===== config.mk =====
export PLATFORM = sky130hd
export DESIGN_NAME = sfp_top
export DESIGN_NICKNAME = d
export VERILOG_FILES = /design/src/rtl/sfp_top.v /design/src/rtl/sfp_lock_mem.v
export VERILOG_INCLUDE_DIRS = /design/src /design/src/rtl
export SDC_FILE = /design/constraint.sdc
export NUM_CORES = 1
export LEC_CHECK = 0
export BUFFER_PORTS_ARGS = -buffer_cell sky130_fd_sc_hd__buf_2
export CORE_MARGIN = 2
export CORE_UTILIZATION = 25
export CTS_CLUSTER_SIZE = 20
export DETAILED_ROUTE_END_ITERATION = 6
export HOLD_SLACK_MARGIN = 0.03
export PLACE_DENSITY = 0.47
export SLEW_MARGIN = 10
export SYNTH_ARGS = -nofsm -noshare
export SYNTH_HDL_FRONTEND = slang
export SYNTH_SLANG_ARGS = --single-unit

===== constraint.sdc =====
create_clock -name clock_in -period 23.2 [get_ports clock_in]
set_clock_uncertainty 0.1 [all_clocks]
set_input_delay 4.64 -clock clock_in [delete_from_list [all_inputs] [get_ports clock_in]]
set_output_delay 4.64 -clock clock_in [all_outputs]
set_load 0.005 [all_outputs]

===== src/rtl/sfp_defines.vh =====
/*
 * Constants shared by the serial flash protection and framing block:
 * opcodes, address masks, protection steps, lock map layout and the
 * command classes. Assumes a 24-bit byte address into a 16MB array.
 */
`ifndef SFP_DEFINES_VH
`define SFP_DEFINES_VH

// Array geometry
`define SFP_ARRAY_TOP 24'hFFFFFF
`define SFP_WIDE_STEP 24'h040000
`define SFP_FINE_STEP 24'h001000
`define SFP_PAGE_MASK 24'h0000FF
`define SFP_SECTOR_MASK 24'h000FFF
`define SFP_HALF_BLOCK_MASK 24'h007FFF
`define SFP_BLOCK_MASK 24'h00FFFF

// Lock map: 256 blocks, then 16 bottom sectors, then 16 top sectors
`define SFP_LOCK_DEPTH 288
`define SFP_LOCK_AW 9
`define SFP_LOCK_BOT_BASE 9'h100
`define SFP_LOCK_TOP_BASE 9'h110
`define SFP_BLOCK_FIRST 8'h00
`define SFP_BLOCK_LAST 8'hFF

// Opcodes
`define SFP_OP_WREN 8'h06
`define SFP_OP_VWREN 8'h50
`define SFP_OP_WRDI 8'h04
`define SFP_OP_RDSR1 8'h05
`define SFP_OP_RDSR2 8'h35
`define SFP_OP_RDSR3 8'h15
`define SFP_OP_WRSR1 8'h01
`define SFP_OP_WRSR2 8'h31
`define SFP_OP_WRSR3 8'h11
`define SFP_OP_ID_RELEASE 8'hAB
`define SFP_OP_ID_MAKER 8'h90
`define SFP_OP_ID_MAKER_DUAL 8'h92
`define SFP_OP_ID_MAKER_QUAD 8'h94
`define SFP_OP_ID_STD 8'h9F
`define SFP_OP_PAGE_PROG 8'h02
`define SFP_OP_QUAD_PROG 8'h32
`define SFP_OP_ERASE_4K 8'h20
`define SFP_OP_ERASE_32K 8'h52
`define SFP_OP_ERASE_64K 8'hD8
`define SFP_OP_CHIP_ERASE_A 8'hC7
`define SFP_OP_CHIP_ERASE_B 8'h60
`define SFP_OP_LOCK_ONE 8'h36
`define SFP_OP_UNLOCK_ONE 8'h39
`define SFP_OP_LOCK_ALL 8'h7E
`define SFP_OP_UNLOCK_ALL 8'h98

// Command classes
`define SFP_CL_UNKNOWN 3'h0
`define SFP_CL_READ 3'h1
`define SFP_CL_REPLY 3'h2
`define SFP_CL_PROG 3'h3
`define SFP_CL_ERASE 3'h4
`define SFP_CL_CHIP 3'h5
`define SFP_CL_LOCK 3'h6
`define SFP_CL_WRITE 3'h7

// Byte counts needed before chip select rises
`define SFP_ADDR_BYTES 4'h4
`define SFP_PROG_MIN_BYTES 4'h5

`endif


===== src/rtl/sfp_top.v =====
/*
 * Serial flash command framing and write protection decision.
 * Samples the host's chip select, serial clock and data on clock_in,
 * frames bytes, answers identification and status reads, and hands
 * committed write, program and erase commands to an array engine that
 * reports its own busy level on this clock.
 */
// Notes on behaviour
// - Complement with BP 000 protects all; BP 111 protects nothing.
// - Complement, sector 0, bottom: protect zero up to a shrinking top bound.
// - Complement, sector 0, top: protect from a rising start to the end.
// - Complement, sector 1, bottom: leave 4K to 32K at top open.
// - Complement, sector 1, top: protect from 4K to 32K upward.
// - Erase or program touching any protected byte is dropped entirely.
// - Individual locks count only when the scheme select is one.
// - All individual locks come up set after reset.
// - Chip select falling starts a command; first byte is the opcode.
// - Data is taken on serial clock rising edges, most significant first.
// - Chip select rising ends the command.
// - Reads may end after any bit with no side effect.
// - Write-type commands count only if ended on a byte boundary.
// - While busy, only read status is obeyed.
// - Identification opcodes return maker code and device code; the release opcode returns the device code only.
// - The decoder knows the standard, dual and quad instruction set.
// - With scheme select zero, the status bits define the protected range.
`timescale 1ns/1ps
`include "sfp_defines.vh"
`default_nettype none

module sfp_top #(
    parameter [7:0] MAKER_CODE = 8'h5A,    // Arbitrary value
    parameter [15:0] DEVICE_CODE = 16'hA5C3 // Arbitrary value
) (
    input wire clock_in,
    input wire rst_in,
    input wire chip_select_n_in,
    input wire serial_clock_in,
    input wire serial_data_in,
    output reg serial_data_out,
    output reg serial_data_oe_n_out,
    input wire complement_protect_in,
    input wire sector_granularity_select_in,
    input wire top_bottom_select_in,
    input wire block_protect_bit2_in,
    input wire block_protect_bit1_in,
    input wire block_protect_bit0_in,
    input wire protect_scheme_select_in,
    input wire array_busy_in,
    output reg cmd_commit_out,
    output reg cmd_reject_out,
    output reg cmd_discard_out,
    output reg [7:0] cmd_opcode_out,
    output reg [23:0] cmd_start_out,
    output reg [23:0] cmd_end_out,
    output reg prog_byte_valid_out,
    output reg [7:0] prog_byte_out
);

    // Classify an opcode; anything unlisted is ignored
    function [2:0] op_class;
        input [7:0] op;
        begin
            case (op)
                8'h03, 8'h0B, 8'h4B, 8'h5A, 8'h48, 8'h3D, 8'h3B, 8'hBB,
                8'h6B, 8'hEB: op_class = `SFP_CL_READ;
                `SFP_OP_RDSR1, `SFP_OP_RDSR2, `SFP_OP_RDSR3, `SFP_OP_ID_RELEASE,
                `SFP_OP_ID_MAKER, `SFP_OP_ID_MAKER_DUAL, `SFP_OP_ID_MAKER_QUAD,
                `SFP_OP_ID_STD: op_class = `SFP_CL_REPLY;
                `SFP_OP_PAGE_PROG, `SFP_OP_QUAD_PROG: op_class = `SFP_CL_PROG;
                `SFP_OP_ERASE_4K, `SFP_OP_ERASE_32K,
                `SFP_OP_ERASE_64K: op_class = `SFP_CL_ERASE;
                `SFP_OP_CHIP_ERASE_A, `SFP_OP_CHIP_ERASE_B: op_class = `SFP_CL_CHIP;
                `SFP_OP_LOCK_ONE, `SFP_OP_UNLOCK_ONE: op_class = `SFP_CL_LOCK;
                `SFP_OP_WREN, `SFP_OP_VWREN, `SFP_OP_WRDI, `SFP_OP_WRSR1,
                `SFP_OP_WRSR2, `SFP_OP_WRSR3, `SFP_OP_LOCK_ALL, `SFP_OP_UNLOCK_ALL,
                8'h44, 8'h42, 8'h75, 8'h7A, 8'hB9, 8'h66,
                8'h99: op_class = `SFP_CL_WRITE;
                default: op_class = `SFP_CL_UNKNOWN;
            endcase
        end
    endfunction

    // Span of bytes a program or erase touches, as a low-bit mask
    function [23:0] op_span;
        input [7:0] op;
        begin
            case (op)
                `SFP_OP_ERASE_4K: op_span = `SFP_SECTOR_MASK;
                `SFP_OP_ERASE_32K: op_span = `SFP_HALF_BLOCK_MASK;
                `SFP_OP_ERASE_64K: op_span = `SFP_BLOCK_MASK;
                `SFP_OP_CHIP_ERASE_A, `SFP_OP_CHIP_ERASE_B: op_span = `SFP_ARRAY_TOP;
                default: op_span = `SFP_PAGE_MASK;
            endcase
        end
    endfunction

    // Input pins pass two flops; stage three only feeds edge detection
    reg [2:0] cs_sync_reg;
    reg [2:0] sck_sync_reg;
    reg [1:0] sdi_sync_reg;
    always @(posedge clock_in or posedge rst_in) begin
        if (rst_in) begin
            cs_sync_reg <= 3'h7;
            sck_sync_reg <= 3'h0;
            sdi_sync_reg <= 2'h0;
        end else begin
            cs_sync_reg <= {cs_sync_reg[1:0], chip_select_n_in};
            sck_sync_reg <= {sck_sync_reg[1:0], serial_clock_in};
            sdi_sync_reg <= {sdi_sync_reg[0], serial_data_in};
        end
    end

    wire cs_active = ~cs_sync_reg[1];
    wire cs_fall = ~cs_sync_reg[1] & cs_sync_reg[2];
    wire cs_rise = cs_sync_reg[1] & ~cs_sync_reg[2];
    wire sck_rise = sck_sync_reg[1] & ~sck_sync_reg[2];
    wire sck_fall = ~sck_sync_reg[1] & sck_sync_reg[2];
    wire sdi_bit = sdi_sync_reg[1];

    // Frame state
    reg [7:0] shift_reg;
    reg [2:0] bit_cnt_reg;
    reg [3:0] byte_cnt_reg;
    reg [7:0] opcode_reg;
    reg [23:0] addr_reg;
    reg ignore_reg;
    reg parity_reg;
    reg [7:0] tx_reg;

    wire [7:0] byte_now = {shift_reg[6:0], sdi_bit};
    wire byte_done = cs_active & sck_rise & (bit_cnt_reg == 3'h7);
    wire [3:0] byte_cnt_inc = (byte_cnt_reg == 4'hF) ? 4'hF : byte_cnt_reg + 4'h1;
    wire [2:0] cls = op_class(opcode_reg);
    wire [7:0] status_byte = {1'b0, sector_granularity_select_in, top_bottom_select_in,
                              block_protect_bit2_in, block_protect_bit1_in,
                              block_protect_bit0_in, 1'b0, array_busy_in};

    // Reply byte for the byte slot that follows the one just completed
    reg [7:0] reply_next;
    always @* begin
        reply_next = 8'h00;
        case (opcode_reg)
            `SFP_OP_RDSR1: reply_next = status_byte;
            `SFP_OP_ID_STD: begin
                if (byte_cnt_inc == 4'h1) begin
                    reply_next = MAKER_CODE;
                end else if (byte_cnt_inc == 4'h2) begin
                    reply_next = DEVICE_CODE[15:8];
                end else if (byte_cnt_inc == 4'h3) begin
                    reply_next = DEVICE_CODE[7:0];
                end
            end
            `SFP_OP_ID_RELEASE: begin
                if (byte_cnt_inc >= `SFP_ADDR_BYTES) begin
                    reply_next = DEVICE_CODE[7:0];
                end
            end
            `SFP_OP_ID_MAKER, `SFP_OP_ID_MAKER_DUAL, `SFP_OP_ID_MAKER_QUAD: begin
                if (byte_cnt_inc >= `SFP_ADDR_BYTES) begin
                    reply_next = parity_reg ? DEVICE_CODE[7:0] : MAKER_CODE;
                end
            end
            default: reply_next = 8'h00;
        endcase
    end

    // Shift in MSB first on serial clock rise; drive out on its fall
    always @(posedge clock_in or posedge rst_in) begin
        if (rst_in) begin
            shift_reg <= 8'h00;
            bit_cnt_reg <= 3'h0;
            byte_cnt_reg <= 4'h0;
            opcode_reg <= 8'h00;
            addr_reg <= 24'h000000;
            ignore_reg <= 1'b0;
            parity_reg <= 1'b0;
            tx_reg <= 8'h00;
            serial_data_out <= 1'b0;
            serial_data_oe_n_out <= 1'b1;
            prog_byte_valid_out <= 1'b0;
            prog_byte_out <= 8'h00;
        end else begin
            prog_byte_valid_out <= 1'b0;
            if (!cs_active) begin
                // Any partial read simply stops here
                bit_cnt_reg <= 3'h0;
                byte_cnt_reg <= 4'h0;
                ignore_reg <= 1'b0;
                parity_reg <= 1'b0;
                serial_data_oe_n_out <= 1'b1;
            end else if (sck_rise) begin
                shift_reg <= byte_now;
                bit_cnt_reg <= bit_cnt_reg + 3'h1;
                if (bit_cnt_reg == 3'h7) begin
                    byte_cnt_reg <= byte_cnt_inc;
                    if (byte_cnt_reg == 4'h0) begin
                        opcode_reg <= byte_now;
                        // Busy engine: only the status read gets through
                        ignore_reg <= array_busy_in && (byte_now != `SFP_OP_RDSR1);
                        tx_reg <= (byte_now == `SFP_OP_RDSR1) ? status_byte :
                                  (byte_now == `SFP_OP_ID_STD) ? MAKER_CODE : 8'h00;
                    end else begin
                        tx_reg <= reply_next;
                        if (byte_cnt_inc >= `SFP_ADDR_BYTES) begin
                            parity_reg <= ~parity_reg;
                        end
                        if (byte_cnt_reg < `SFP_ADDR_BYTES) begin
                            addr_reg <= {addr_reg[15:0], byte_now};
                        end else if (cls == `SFP_CL_PROG && !ignore_reg) begin
                            prog_byte_valid_out <= 1'b1;
                            prog_byte_out <= byte_now;
                        end
                    end
                end
            end else if (sck_fall && byte_cnt_reg != 4'h0) begin
                // Reply opcodes drive the data pin from the first falling edge after opcode
                serial_data_out <= tx_reg[7];
                tx_reg <= {tx_reg[6:0], 1'b0};
                serial_data_oe_n_out <= ~((cls == `SFP_CL_REPLY) && !ignore_reg);
            end
        end
    end

    // Target range of the framed command, full 24 bits
    wire [23:0] span = op_span(opcode_reg);
    wire [23:0] tgt_start = addr_reg & ~span;
    wire [23:0] tgt_end = addr_reg | span;

    // Unprotected window size under complement; start and end of protected range
    wire [2:0] bp = {block_protect_bit2_in, block_protect_bit1_in, block_protect_bit0_in};
    reg [23:0] open_size;
    reg [23:0] prot_lo;
    reg [23:0] prot_hi;
    always @* begin
        if (sector_granularity_select_in) begin
            // Bit 2 set means 32K, whatever bit 0 says
            if (bp[2]) begin
                open_size = `SFP_FINE_STEP << 3;
            end else begin
                open_size = `SFP_FINE_STEP << (bp[1:0] - 2'h1);
            end
        end else begin
            open_size = `SFP_WIDE_STEP << (bp - 3'h1);
        end
        if (top_bottom_select_in) begin
            prot_lo = open_size;
            prot_hi = `SFP_ARRAY_TOP;
        end else begin
            prot_lo = 24'h000000;
            prot_hi = `SFP_ARRAY_TOP - open_size;
        end
    end

    // Status-bit scheme: compare target against the decoded range
    reg range_hit;
    always @* begin
        if (bp == 3'h0) begin
            range_hit = complement_protect_in;
        end else if (bp == 3'h7) begin
            range_hit = ~complement_protect_in;
        end else if (complement_protect_in) begin
            range_hit = (tgt_start <= prot_hi) && (tgt_end >= prot_lo);
        end else begin
            // Plain table protects exactly what the complement leaves open
            range_hit = (tgt_start < prot_lo) || (tgt_end > prot_hi);
        end
    end

    // Lock map lookup for the addressed block or edge sector
    wire [7:0] blk = addr_reg[23:16];
    wire edge_blk = (blk == `SFP_BLOCK_FIRST) || (blk == `SFP_BLOCK_LAST);
    wire [`SFP_LOCK_AW-1:0] sec_idx = {5'h00, addr_reg[15:12]};
    wire [`SFP_LOCK_AW-1:0] lock_idx = (blk == `SFP_BLOCK_FIRST) ?
        `SFP_LOCK_BOT_BASE + sec_idx : (blk == `SFP_BLOCK_LAST) ?
        `SFP_LOCK_TOP_BASE + sec_idx : {1'b0, blk};
    wire lock_bit;
    wire lock_any;
    wire lock_any_bot;
    wire lock_any_top;
    reg lock_hit;
    always @* begin
        if (cls == `SFP_CL_CHIP) begin
            lock_hit = lock_any;
        end else if (edge_blk && (opcode_reg == `SFP_OP_ERASE_32K ||
                                  opcode_reg == `SFP_OP_ERASE_64K)) begin
            // Covers several sector locks, checked as a group
            lock_hit = (blk == `SFP_BLOCK_FIRST) ? lock_any_bot : lock_any_top;
        end else begin
            lock_hit = lock_bit;
        end
    end

    // Scheme select picks which protection applies
    wire prot_hit = protect_scheme_select_in ? lock_hit : range_hit;

    // Frame end decision, taken on the chip select rise
    wire modifies = (cls == `SFP_CL_PROG) || (cls == `SFP_CL_ERASE) ||
                    (cls == `SFP_CL_CHIP) || (cls == `SFP_CL_LOCK) ||
                    (cls == `SFP_CL_WRITE);
    wire whole_bytes = (bit_cnt_reg == 3'h0) && (byte_cnt_reg != 4'h0);
    wire len_ok = (cls == `SFP_CL_PROG) ? (byte_cnt_reg >= `SFP_PROG_MIN_BYTES) :
                  ((cls == `SFP_CL_ERASE) || (cls == `SFP_CL_LOCK)) ?
                  (byte_cnt_reg == `SFP_ADDR_BYTES) : (byte_cnt_reg == 4'h1);
    wire checked = (cls == `SFP_CL_PROG) || (cls == `SFP_CL_ERASE) || (cls == `SFP_CL_CHIP);
    wire end_live = cs_rise && modifies && !ignore_reg;
    wire framed_ok = whole_bytes && len_ok;
    wire lock_wr = end_live && framed_ok && (cls == `SFP_CL_LOCK);

    always @(posedge clock_in or posedge rst_in) begin
        if (rst_in) begin
            cmd_commit_out <= 1'b0;
            cmd_reject_out <= 1'b0;
            cmd_discard_out <= 1'b0;
            cmd_opcode_out <= 8'h00;
            cmd_start_out <= 24'h000000;
            cmd_end_out <= 24'h000000;
        end else begin
            // Misframed write-type commands are dropped
            cmd_discard_out <= end_live && !framed_ok;
            // Protected targets are dropped before the array sees them
            cmd_reject_out <= end_live && framed_ok && checked && prot_hit;
            cmd_commit_out <= end_live && framed_ok && !(checked && prot_hit);
            if (end_live) begin
                cmd_opcode_out <= opcode_reg;
                cmd_start_out <= checked ? tgt_start : addr_reg;
                cmd_end_out <= checked ? tgt_end : addr_reg;
            end
        end
    end

    // Individual lock bits, updated only by committed lock commands
    sfp_lock_mem #(
        .DEPTH(`SFP_LOCK_DEPTH),
        .AW(`SFP_LOCK_AW),
        .BOT_BASE(256),
        .TOP_BASE(272),
        .GROUP(16)
    ) u_lock_mem (
        .clock_in(clock_in),
        .rst_in(rst_in),
        .wr_en_in(lock_wr),
        .wr_addr_in(lock_idx),
        .wr_data_in(opcode_reg == `SFP_OP_LOCK_ONE),
        .set_all_in(end_live && framed_ok && opcode_reg == `SFP_OP_LOCK_ALL),
        .clr_all_in(end_live && framed_ok && opcode_reg == `SFP_OP_UNLOCK_ALL),
        .rd_addr_in(lock_idx),
        .rd_data_out(lock_bit),
        .any_out(lock_any),
        .any_bot_out(lock_any_bot),
        .any_top_out(lock_any_top)
    );

endmodule // sfp_top

`default_nettype wire


===== src/rtl/sfp_lock_mem.v =====
/*
 * Individual block and sector lock bits. One bit per entry, all set at
 * reset, with single-bit writes, whole-map set and clear, a registered
 * read port and registered OR summaries. Runs on the block's clock.
 */
`timescale 1ns/1ps
`default_nettype none

module sfp_lock_mem #(
    parameter DEPTH = 288,
    parameter AW = 9,
    parameter BOT_BASE = 256,
    parameter TOP_BASE = 272,
    parameter GROUP = 16
) (
    input wire clock_in,
    input wire rst_in,
    input wire wr_en_in,
    input wire [AW-1:0] wr_addr_in,
    input wire wr_data_in,
    input wire set_all_in,
    input wire clr_all_in,
    input wire [AW-1:0] rd_addr_in,
    output reg rd_data_out,
    output reg any_out,
    output reg any_bot_out,
    output reg any_top_out
);

    reg [DEPTH-1:0] lock_reg;

    // Every lock comes up set so the array starts fully protected
    genvar gi;
    generate
        for (gi = 0; gi < DEPTH; gi = gi + 1) begin : g_bit
            always @(posedge clock_in or posedge rst_in) begin
                if (rst_in) begin
                    lock_reg[gi] <= 1'b1;
                end else if (set_all_in) begin
                    lock_reg[gi] <= 1'b1;
                end else if (clr_all_in) begin
                    lock_reg[gi] <= 1'b0;
                end else if (wr_en_in && (wr_addr_in == gi)) begin
                    lock_reg[gi] <= wr_data_in;
                end
            end
        end
    endgenerate

    // Read port and summaries are registered so decisions use settled data
    always @(posedge clock_in or posedge rst_in) begin
        if (rst_in) begin
            rd_data_out <= 1'b1;
            any_out <= 1'b1;
            any_bot_out <= 1'b1;
            any_top_out <= 1'b1;
        end else begin
            rd_data_out <= (rd_addr_in < DEPTH) ? lock_reg[rd_addr_in] : 1'b1;
            any_out <= |lock_reg;
            any_bot_out <= |lock_reg[BOT_BASE +: GROUP];
            any_top_out <= |lock_reg[TOP_BASE +: GROUP];
        end
    end

endmodule // sfp_lock_mem

`default_nettype wire


==> results_dict.tcl, run 1 <==
set metrics [dict create \
    insertion_delay_ps 600 \
    ys_dominant_reg_cell "dfstp_2" \
    portBuffers 82 \
    grt_pass1_wl_um 128000 \
    crit_path_start_kind "primary input" \
    p_per_area_nw_per_um2 59.6 \
    timing.final.crit_share_pct 33.0 \
    postCtsHoldBufs 0 \
    synthAdderAreaFrac_pct 2.36 \
    synth_mux_area_share_pct 19.4 \
    drive_gt1_share_pct 35.9 \
    largest_reg_flops 288 \
    power_leakage_nw 10.9 \
    synth_top_family_by_area "multiplexers" \
    max_cap_viol_count 0 \
    synth_area_per_cell_um2 10.3 \
    routed_wl_um 85300 \
    synth_area_leaders "dfstp_2 32%, mux2_2 14%, dfrtp_1 13%, o21ai_0 5.7%, nand2_1 3.5%" \
    rsz0062_at_grt "no" \
    netlist_area_um2 24300 \
    drc 0 \
    hold_class "flip-flop to flip-flop" \
    finalSetupViolCount 0 \
    outcome "finished, final reports clean" \
    worst_setup_path_end_kind "flip-flop" \
    yosys.area.top_type "dfstp_2" \
    via_per_inst 5.32 \
    syn-num-nets 2414 \
    synth_warnings 0 \
    worstSetupPathType "primary input to flip-flop" \
    routabilityCongestion 0.840 \
    synth_xor_area_share_pct 0.181 \
    synth_edf_count 0 \
    critPathMaxFanout 12 \
    die_h_um 315 \
    hold_violations 0 \
    wl_per_cell_um 23.5 \
    syn_to_final_growth_pct 11.8 \
    h-tree-depth 2 \
    critPathRequiredTime_ps 23620 \
    die_area_um2 99500 \
    cts_resized 0 \
    ys_seq_elements 426 \
    cts_tree "yes" \
    synth_seq_area_share_pct 45.5 \
    r2r_cells 12 \
    rows 114 \
    cts_setup_buffers 0 \
    fin_cells 3628 \
    grt_start_max_net_pins 230 \
    clkTransAtPathRegs_ps 60 \
    pin_count 83 \
    period_needed_ps 7670 \
    maxSlewHeadroom_pct 16.3 \
    multiInputGateArea_um2 12000 \
    cts_sinks 426 \
    synth_top_area_share_pct 32.1 \
    synth.distinct_cells 94 \
    ctsRootBufferMaster "clkbuf_16" \
    worstHoldStart "cs_sync_reg[0]" \
    ant_nets 0 \
    detailed_place_hpwl_um 53700 \
    cp-startpoint "block_protect_bit0_in" \
    initial_utilization_pct 25.2 \
    slew_viol_final 0 \
    num-fill-cells 10100 \
    synth-compound-area-share_pct 13.4 \
    synthSimpleGateAreaFrac_pct 14.1 \
    numCtsBuffers 48 \
    fin_tns_setup_ps 0 \
    drtIter0Drc 1759 \
    cp.arrival_ps 8090 \
    post-route-util_pct 28.1 \
    grt.overflow.total 0 \
    grt_pass1_vias 19200 \
    peakVddDrop_mv 0.0478 \
    die_width_um 315 \
    ys_async_sr_fraction_pct 100 \
    max_freq_ghz 0.130 \
    r2r_end "u_lock_mem.lock_reg[194]" \
    cts_buffer_depth 3 \
    grt_usage_pct 16.8 \
    synthCells 2356 \
    nets 2371 \
    placedCellCount 3539 \
    worst-r2r-setup-slack_ps 17100 \
    firstDrtPassIters 5 \
    core_um2 96400 \
    r2r-start "opcode_reg[3]" \
    grt_antenna_before_repair 2 \
    num_vias 19300 \
    worstMarginPinSlew_ps 1260 \
    diodes 0 \
    endpoint "cmd_reject_out" \
    seqCellArea_um2 11000 \
]
==> worst min-delay path by stage <==
stage | end | slack, ps | depth (start not counted)
2_1_floorplan | sck_sync_reg[1] | 230 | 0
3_3_place_gp | sck_sync_reg[1] | 240 | 0
3_5_place_dp | sdi_sync_reg[1] | 240 | 0
4_1_cts | cs_sync_reg[1] | 260 | 0
5_1_grt | cs_sync_reg[1] | 260 | 0
6_report | cs_sync_reg[1] | 260 | 0
==> worst max-delay path: stages <==
cell and delay [ps]:
buf_2 230, nor2b_1 450, nand2_1 170, ha_1 320, or2_2 280, maj3_1 360
a22o_1 190, a311oi_1 340, o311ai_0 270, nand2_1 150, a21oi_1 80, o31ai_1 370
and4b_1 240
==> metrics by stage <==
step	instance area [µm²]	worst slack (ps)	hold WS, ps	total power (W)
floorplan	24300	7090	231	0.000793
global placement	25400	14940	243	0.000811
detailed placement	25400	14870	240	0.000812
CTS	27100	15480	257	0.00164
global route	27100	15260	258	0.00167
finish	27100	15530	257	0.00162
==> synth_stat cells, types with 23 or more instances <==
cell / number
mux2_2: 303
dfstp_2: 296
o21ai_0: 275
nand2_1: 226
dfrtp_1: 130
nor2_1: 109
nor4_1: 90
clkbuf_1: 88
a21oi_1: 74
mux2i_1: 60
a31oi_1: 51
nand3_1: 47
ha_1: 45
mux2_1: 43
nand4_1: 39
buf_2: 37
o22ai_1: 34
nand2b_1: 33
inv_1: 32
buf_6: 28
clkbuf_2: 26
o21ai_1: 23
==> cell families (layout without fill, tap and decap cells) <==
kind of cell	after synthesis	after routing
AO/OA/AOI/OAI	551	551
XOR/XNOR	5	5
adder cells (fa/ha/maj)	46	46
buffers and inverters	237	233
flip-flops	426	426
multiplexers	416	416
AND/OR/NAND/NOR	675	675
==> layout make-up <==
cell class / instances / area share (%)
Clock buffer: 73 / 5.41
Clock inverter: 16 / 0.757
Inverter: 33 / 0.484
Multi-Input combinational cell: 1693 / 44.4
Sequential cell: 426 / 40.7
Tap cell: 1276 / 5.89
Timing Repair Buffer: 111 / 2.41
==> metal layers <==
metal	wire [µm]	global-route usage, %	vias up
met2	38500	26.1	703
li1	-	-	8552
met5	11	0	-
met4	2130	4.63	2
met1	39000	23.8	9916
met3	5710	3.10	133
==> power by group <==
part           switching [W]  internal [W]  leakage, nW
Sequential         0.0000120      0.000752         4.81
Clock               0.000337      0.000482        0.829
Combinational      0.0000252     0.0000102         5.30
==> placed cells by master (no fill, tap or decap), drive strengths merged, types with 4 or more instances in the layout <==
cell type,Yosys,final
a311oi,16,16
nand2b,33,33
dfrtp,130,130
or3,8,8
nand4,41,41
a21o,9,9
nand3,49,49
o31ai,6,6
ha,45,45
clkbuf,114,73
and2,15,15
and3,17,17
bufinv,0,4
nor3,21,21
buf,90,111
nor4,91,91
o221ai,4,4
nand2,243,243
a21oi,74,74
nor3b,7,7
inv,32,35
or4,5,5
o22ai,34,34
a31oi,51,51
dfstp,296,296
or2,6,6
a211oi,11,11
mux4,9,9
o21ai,299,299
nor2,109,109
mux2,347,347
nand3b,7,7
mux2i,60,60
o21a,5,5
nor2b,10,10
clkinv,1,9
No activity file was read; power rests on OpenSTA's default activity.
==> run 2: changes to the inputs <==
--- a/config.mk
+++ b/config.mk
@@ -6,6 +6,7 @@
 export SDC_FILE = /design/constraint.sdc
 export NUM_CORES = 1
 export LEC_CHECK = 0
+export ABC_AREA = 1
 export BUFFER_PORTS_ARGS = -buffer_cell sky130_fd_sc_hd__buf_2
 export CORE_MARGIN = 2
 export CORE_UTILIZATION = 25
==> constraint.sdc (replaced) <==
create_clock -name clock_in -period 7.1 [get_ports clock_in]
set_clock_uncertainty 0.1 [all_clocks]
set_input_delay 1.42 -clock clock_in [delete_from_list [all_inputs] [get_ports clock_in]]
set_output_delay 1.42 -clock clock_in [all_outputs]
set_load 0.005 [all_outputs]
==> results_dict.tcl, run 2 <==
set metrics [dict create \
    outcome "finished, final reports clean" \
    drc 0 \
    num_vias 28500 \
    pin_count 83 \
    cp.arrival_ps 5360 \
    drtIter0Drc 2448 \
    seqCellArea_um2 11000 \
    worstSetupPathType "flip-flop to flip-flop" \
    ys_dominant_reg_cell "dfstp_2" \
    postCtsHoldBufs 0 \
    hold_class "flip-flop to flip-flop" \
    nets 4445 \
    cts_setup_buffers 0 \
    crit_chain "nor2_2 -> nand2_2 -> o21ai_4 -> buf_4 -> a21oi_4 -> nor2_4 -> nand2_1 -> nor3_1 -> nand3_1 -> nand2_1 -> nand2_1 -> nand2_1 -> inv_1" \
    core_um2 116000 \
    cts_buffer_depth 3 \
    netlist_area_um2 29200 \
    synth.distinct_cells 44 \
    hold_path_depth 0 \
    synth_top_area_share_pct 26.7 \
    rsz0062_at_grt "no" \
    insertion_delay_ps 640 \
    portBuffers 82 \
    final_cell_mix "1617 x nand2_1, 529 x inv_1, 481 x nand3_1" \
    grt_antenna_before_repair 2 \
    die_h_um 346 \
    cpMaxStageDelayCell "nand2_1" \
    grt.overflow.total 0 \
    finalSetupViolCount 0 \
    cts_resized 0 \
    rows 125 \
    routabilityCongestion 0.834 \
    drive_gt1_share_pct 12.7 \
    initial_utilization_pct 25.2 \
    grt_pass1_vias 26700 \
    synth_seq_area_share_pct 37.8 \
    firstDrtPassIters 5 \
    numCtsBuffers 55 \
    p_per_area_nw_per_um2 168 \
    worst_setup_path_end_kind "flip-flop" \
    num-fill-cells 12700 \
    h-tree-depth 2 \
    slew_viol_final 0 \
    max_freq_ghz 0.204 \
    die_area_um2 119000 \
    grt_start_max_net_pins 184 \
    synth_area_leaders "dfstp_2 27%, nand2_1 21%, dfrtp_1 11%, nand3_1 8.3%, inv_1 6.8%" \
    p_total_w 0.00547 \
    ctsRootBufferMaster "clkbuf_16" \
    synth_edf_count 0 \
    worstMarginPinSlew_ps 1210 \
    synth_commonest_cells "1622 x nand2_1, 530 x inv_1, 482 x nand3_1, 372 x nor2_1, 296 x dfstp_2" \
    syn_to_final_growth_pct 11.7 \
    layout_commonest_cell "nand2_1" \
    synth_warnings 0 \
    crit_top_cell "nand2_1" \
    max_cap_viol_count 0 \
    critPathRequiredTime_ps 7560 \
    detailed_place_hpwl_um 62100 \
    synthCells 4492 \
    critical_path.top_delay_family "simple AND/OR/NAND/NOR gates" \
    ys_seq_elements 426 \
    ys_async_sr_fraction_pct 100 \
    wl_per_cell_um 17.9 \
    cp_num_buf_inv 2 \
    ant_nets 0 \
    cts_sinks 426 \
    die_width_um 346 \
    cp.depth 13 \
    hold_violations 0 \
    clkTransAtPathRegs_ps 60 \
    grt_pass1_wl_um 166000 \
    dpl_cell_area_um2 30800 \
    peakVddDrop_mv 0.191 \
    yosys.area.top_type "dfstp_2" \
    timing.final.crit_share_pct 68.9 \
    yosysMostFrequentCell "nand2_1" \
    fin_tns_setup_ps 0 \
    period_needed_ps 4890 \
    multiInputGateArea_um2 14900 \
    critPathMaxFanout 39 \
    cp_slowest_stage_delay_ps 890 \
    syn-num-nets 4550 \
    via_per_inst 4.78 \
    grt_usage_pct 17.5 \
    diodes 0 \
    crit_path_start_kind "flip-flop" \
    routed_wl_um 107000 \
    synth_area_per_cell_um2 6.49 \
    cts_tree "yes" \
    stdcell_area_um2 32600 \
    power_leakage_nw 18.0 \
    r2r_cells 13 \
    maxSlewHeadroom_pct 19.2 \
    largest_reg_flops 288 \
]
## run 2: changes by cell type in the layout (fill, tap and decap cells not counted), sizes merged, moves of 121 or more
cell	previous run	this run
mux2	347	1
nand3	49	484
nor2	109	376
o21ai	299	178
nand3b	7	147
inv	35	547
nand2	243	1634
## run 2: area by class of cell
| class | instances | share of cell area, % |
|---|---|---|
| Clock inverter | 17 | 0.603 |
| Tap cell | 1524 | 5.85 |
| Clock buffer | 82 | 4.94 |
| Inverter | 549 | 6.36 |
| Multi-Input combinational cell | 3228 | 45.6 |
| Sequential cell | 426 | 33.9 |
| Timing Repair Buffer | 127 | 2.72 |
## run 2: stage by stage
stage / setup WS, ps / instances / hold WS [ps] / utilization (%)
after floorplan: 72.2 / 4492 / 231 / -
after global placement: 2200 / 5854 / 234 / 26.5
after detailed placement: 2250 / 5854 / 243 / 26.5
after CTS: 2200 / 5953 / 256 / 28.1
after global routing: 1890 / 5953 / 262 / 28.1
final: 2210 / 5953 / 255 / 28.1
## run 2: logic make-up after synthesis
| logic type | share of synthesized area [%] |
|---|---|
| AOI/OAI and AO/OA | 4.97 |
| buffers and inverters | 11.5 |
| and+or+nand+nor | 43.7 |
| DFF | 37.8 |
| adders and majority gates | 1.93 |
| muxes | 0.0386 |
## run 2: where the power goes
part / switching (W) / internal (W) / leakage [nW]
Combinational: 0.0000954 / 0.0000230 / 12.3
Clock: 0.00119 / 0.00170 / 0.894
Sequential: 0.0000159 / 0.00245 / 4.82
Total: 0.00130 / 0.00417 / 18.0
## run 2: worst paths after layout
kind	start	endpoint	slack, ps
min	sdi_sync_reg[0]	sdi_sync_reg[1]	250
max in group asynchronous	rst_in	cmd_end_out[18]	4610
min reg2reg	sdi_sync_reg[0]	sdi_sync_reg[1]	250
max reg2reg	addr_reg[21]	u_lock_mem.lock_reg[8]	2210
min in group asynchronous	rst_in	addr_reg[8]	750
max	addr_reg[21]	u_lock_mem.lock_reg[8]	2210
## run 2: layer usage
metal | up-vias | GRT usage (%) | wire (µm) | part of all wire (%)
li1 | 14000 | - | - | -
met3 | 152 | 2.23 | 5180 | 4.9
met4 | 0 | 5.68 | 3300 | 3.1
met2 | 700 | 27.2 | 47600 | 45
met1 | 13600 | 24.9 | 50500 | 47
met5 | - | 0 | 0 | 0
==> run 3: changes to the inputs <==
==> constraint.sdc (replaced) <==
create_clock -name clock_in -period 4.9 [get_ports clock_in]
set_clock_uncertainty 0.1 [all_clocks]
set_input_delay 0.98 -clock clock_in [delete_from_list [all_inputs] [get_ports clock_in]]
set_output_delay 0.98 -clock clock_in [all_outputs]
set_load 0.005 [all_outputs]
==> results_dict.tcl, run 3 (synthesis gave the netlist of run 2 again) <==
set metrics [dict create \
    firstDrtPassIters 6 \
    cts_tree "yes" \
    p_per_area_nw_per_um2 239 \
    period_needed_ps 4140 \
    worstSetupPathType "flip-flop to flip-flop" \
    h-tree-depth 2 \
    drtIter0Drc 2581 \
    die_area_um2 119000 \
    die_h_um 346 \
    crit_path_start_kind "flip-flop" \
    maxSlewHeadroom_pct 23.5 \
    hold_violations 0 \
    detailed_place_hpwl_um 64200 \
    critical_path.top_delay_family "simple AND/OR/NAND/NOR gates" \
    critPathRequiredTime_ps 5380 \
    max_freq_ghz 0.242 \
    grt_use_met2_pct 28.5 \
    layout_commonest_cell "nand2_1" \
    pin_count 83 \
    critPathMaxFanout 15 \
    cp_slowest_stage_delay_ps 720 \
    worst-r2r-setup-slack_ps 760 \
    drive_gt1_share_pct 13.2 \
    cpMaxStageDelayCell "nor2_2" \
    core_um2 116000 \
    insertion_delay_ps 650 \
    worstMarginPinSlew_ps 1150 \
    numCtsBuffers 55 \
    timing.final.crit_share_pct 84.4 \
    hold_class "flip-flop to flip-flop" \
    endpoint "u_lock_mem.lock_reg[9]" \
    final_cell_mix "1620 x nand2_1, 529 x inv_1, 481 x nand3_1" \
    portBuffers 82 \
    grt_pass1_wl_um 167000 \
    r2r-start "addr_reg[17]" \
    cts_sinks 426 \
    rows 125 \
    worst_setup_path_end_kind "flip-flop" \
    cp-startpoint "addr_reg[17]" \
    cp.arrival_ps 4620 \
    cp.depth 15 \
    die_width_um 346 \
    routabilityCongestion 0.833 \
    hold_ws_ps 251 \
    ctsRootBufferMaster "clkbuf_16" \
    peakVddDrop_mv 0.250 \
    syn_to_final_growth_pct 12.5 \
    grt_antenna_before_repair 1 \
    grt_start_max_net_pins 204 \
    grt_util_met1_pct 24.8 \
    crit_chain "nand2_1 -> nor2_1 -> nand2_1 -> o21ai_4 -> a21oi_1 -> nor2_2 -> buf_4 -> nand2_1 -> buf_4 -> nor3_1 -> nand3_1 -> nand2_1 -> nand2_1 -> nand2_1 -> inv_1" \
    grt_pass1_vias 27000 \
    wl_per_cell_um 17.9 \
    ant_nets 0 \
    max_cap_viol_count 0 \
    fin_cells 5986 \
    cts_setup_buffers 0 \
    via_per_inst 4.76 \
    placedCellCount 5886 \
    num_vias 28500 \
    cp_num_buf_inv 3 \
    finalSetupViolCount 0 \
    r2r_cells 15 \
    clkTransAtPathRegs_ps 60 \
    crit_top_cell "nand2_1" \
    r2r_end "u_lock_mem.lock_reg[9]" \
    initial_utilization_pct 25.2 \
    fin_tns_setup_ps 0 \
    slew_viol_final 0 \
    p_total_w 0.00783 \
    routed_wl_um 107000 \
    largest_reg_flops 288 \
    grt.overflow.total 0 \
    outcome "finished, final reports clean" \
    grt_usage_pct 17.7 \
    cts_resized 0 \
    use_met3_pct 2.42 \
    rsz0062_at_grt "no" \
    postCtsHoldBufs 0 \
    drc 0 \
    busiest_layer "met2" \
    nets 4477 \
    power_leakage_nw 18.1 \
    cts_buffer_depth 3 \
]
-- run 3: worst min path at each step --
| stage | end | slack [ps] | cells after the start | from |
|---|---|---|---|---|
| floorplan | sck_sync_reg[1] | 230 | 0 | sck_sync_reg[0] |
| global placement | sck_sync_reg[1] | 230 | 0 | sck_sync_reg[0] |
| detailed placement | sck_sync_reg[1] | 240 | 0 | sck_sync_reg[0] |
| CTS | sck_sync_reg[1] | 250 | 0 | sck_sync_reg[0] |
| global route | cs_sync_reg[1] | 260 | 0 | cs_sync_reg[0] |
| finish | sck_sync_reg[1] | 250 | 0 | sck_sync_reg[0] |
-- run 3: per-stage QoR --
stage / util (%) / setup WS, ps / instance area (µm²)
global route: 28.3 / 324 / 32800
detailed placement: 26.8 / 807 / 31000
finish: 28.3 / 764 / 32800
global placement: 26.8 / 751 / 31000
CTS: 28.3 / 738 / 32800
floorplan: - / -1690 / 29200
-- run 3: report_power, final --
group          switching, W  leakage (nW)  internal (W)
clock               0.00172         0.861       0.00236
sequential        0.0000236          4.82       0.00355
combinational      0.000138          12.4     0.0000372
-- run 3: cell type report --
cell class / count / area [µm²]
tap: 1524 / 1910
clock inverter: 20 / 184
sequential: 426 / 11000
timing repair buffer: 159 / 1180
multi-input combinational: 3228 / 14900
clock buffer: 79 / 1570
inverter: 549 / 2070
fill: 12700 / 83100
antenna: 1 / 2.50
-- run 3: routing by layer --
metal | routed length, µm | share of wire (%) | up-vias
li1 | - | - | 14100
met1 | 50400 | 47 | 13600
met2 | 48900 | 46 | 685
met3 | 5610 | 5.2 | 137
met4 | 2440 | 2.3 | 0
met5 | 0 | 0 | -
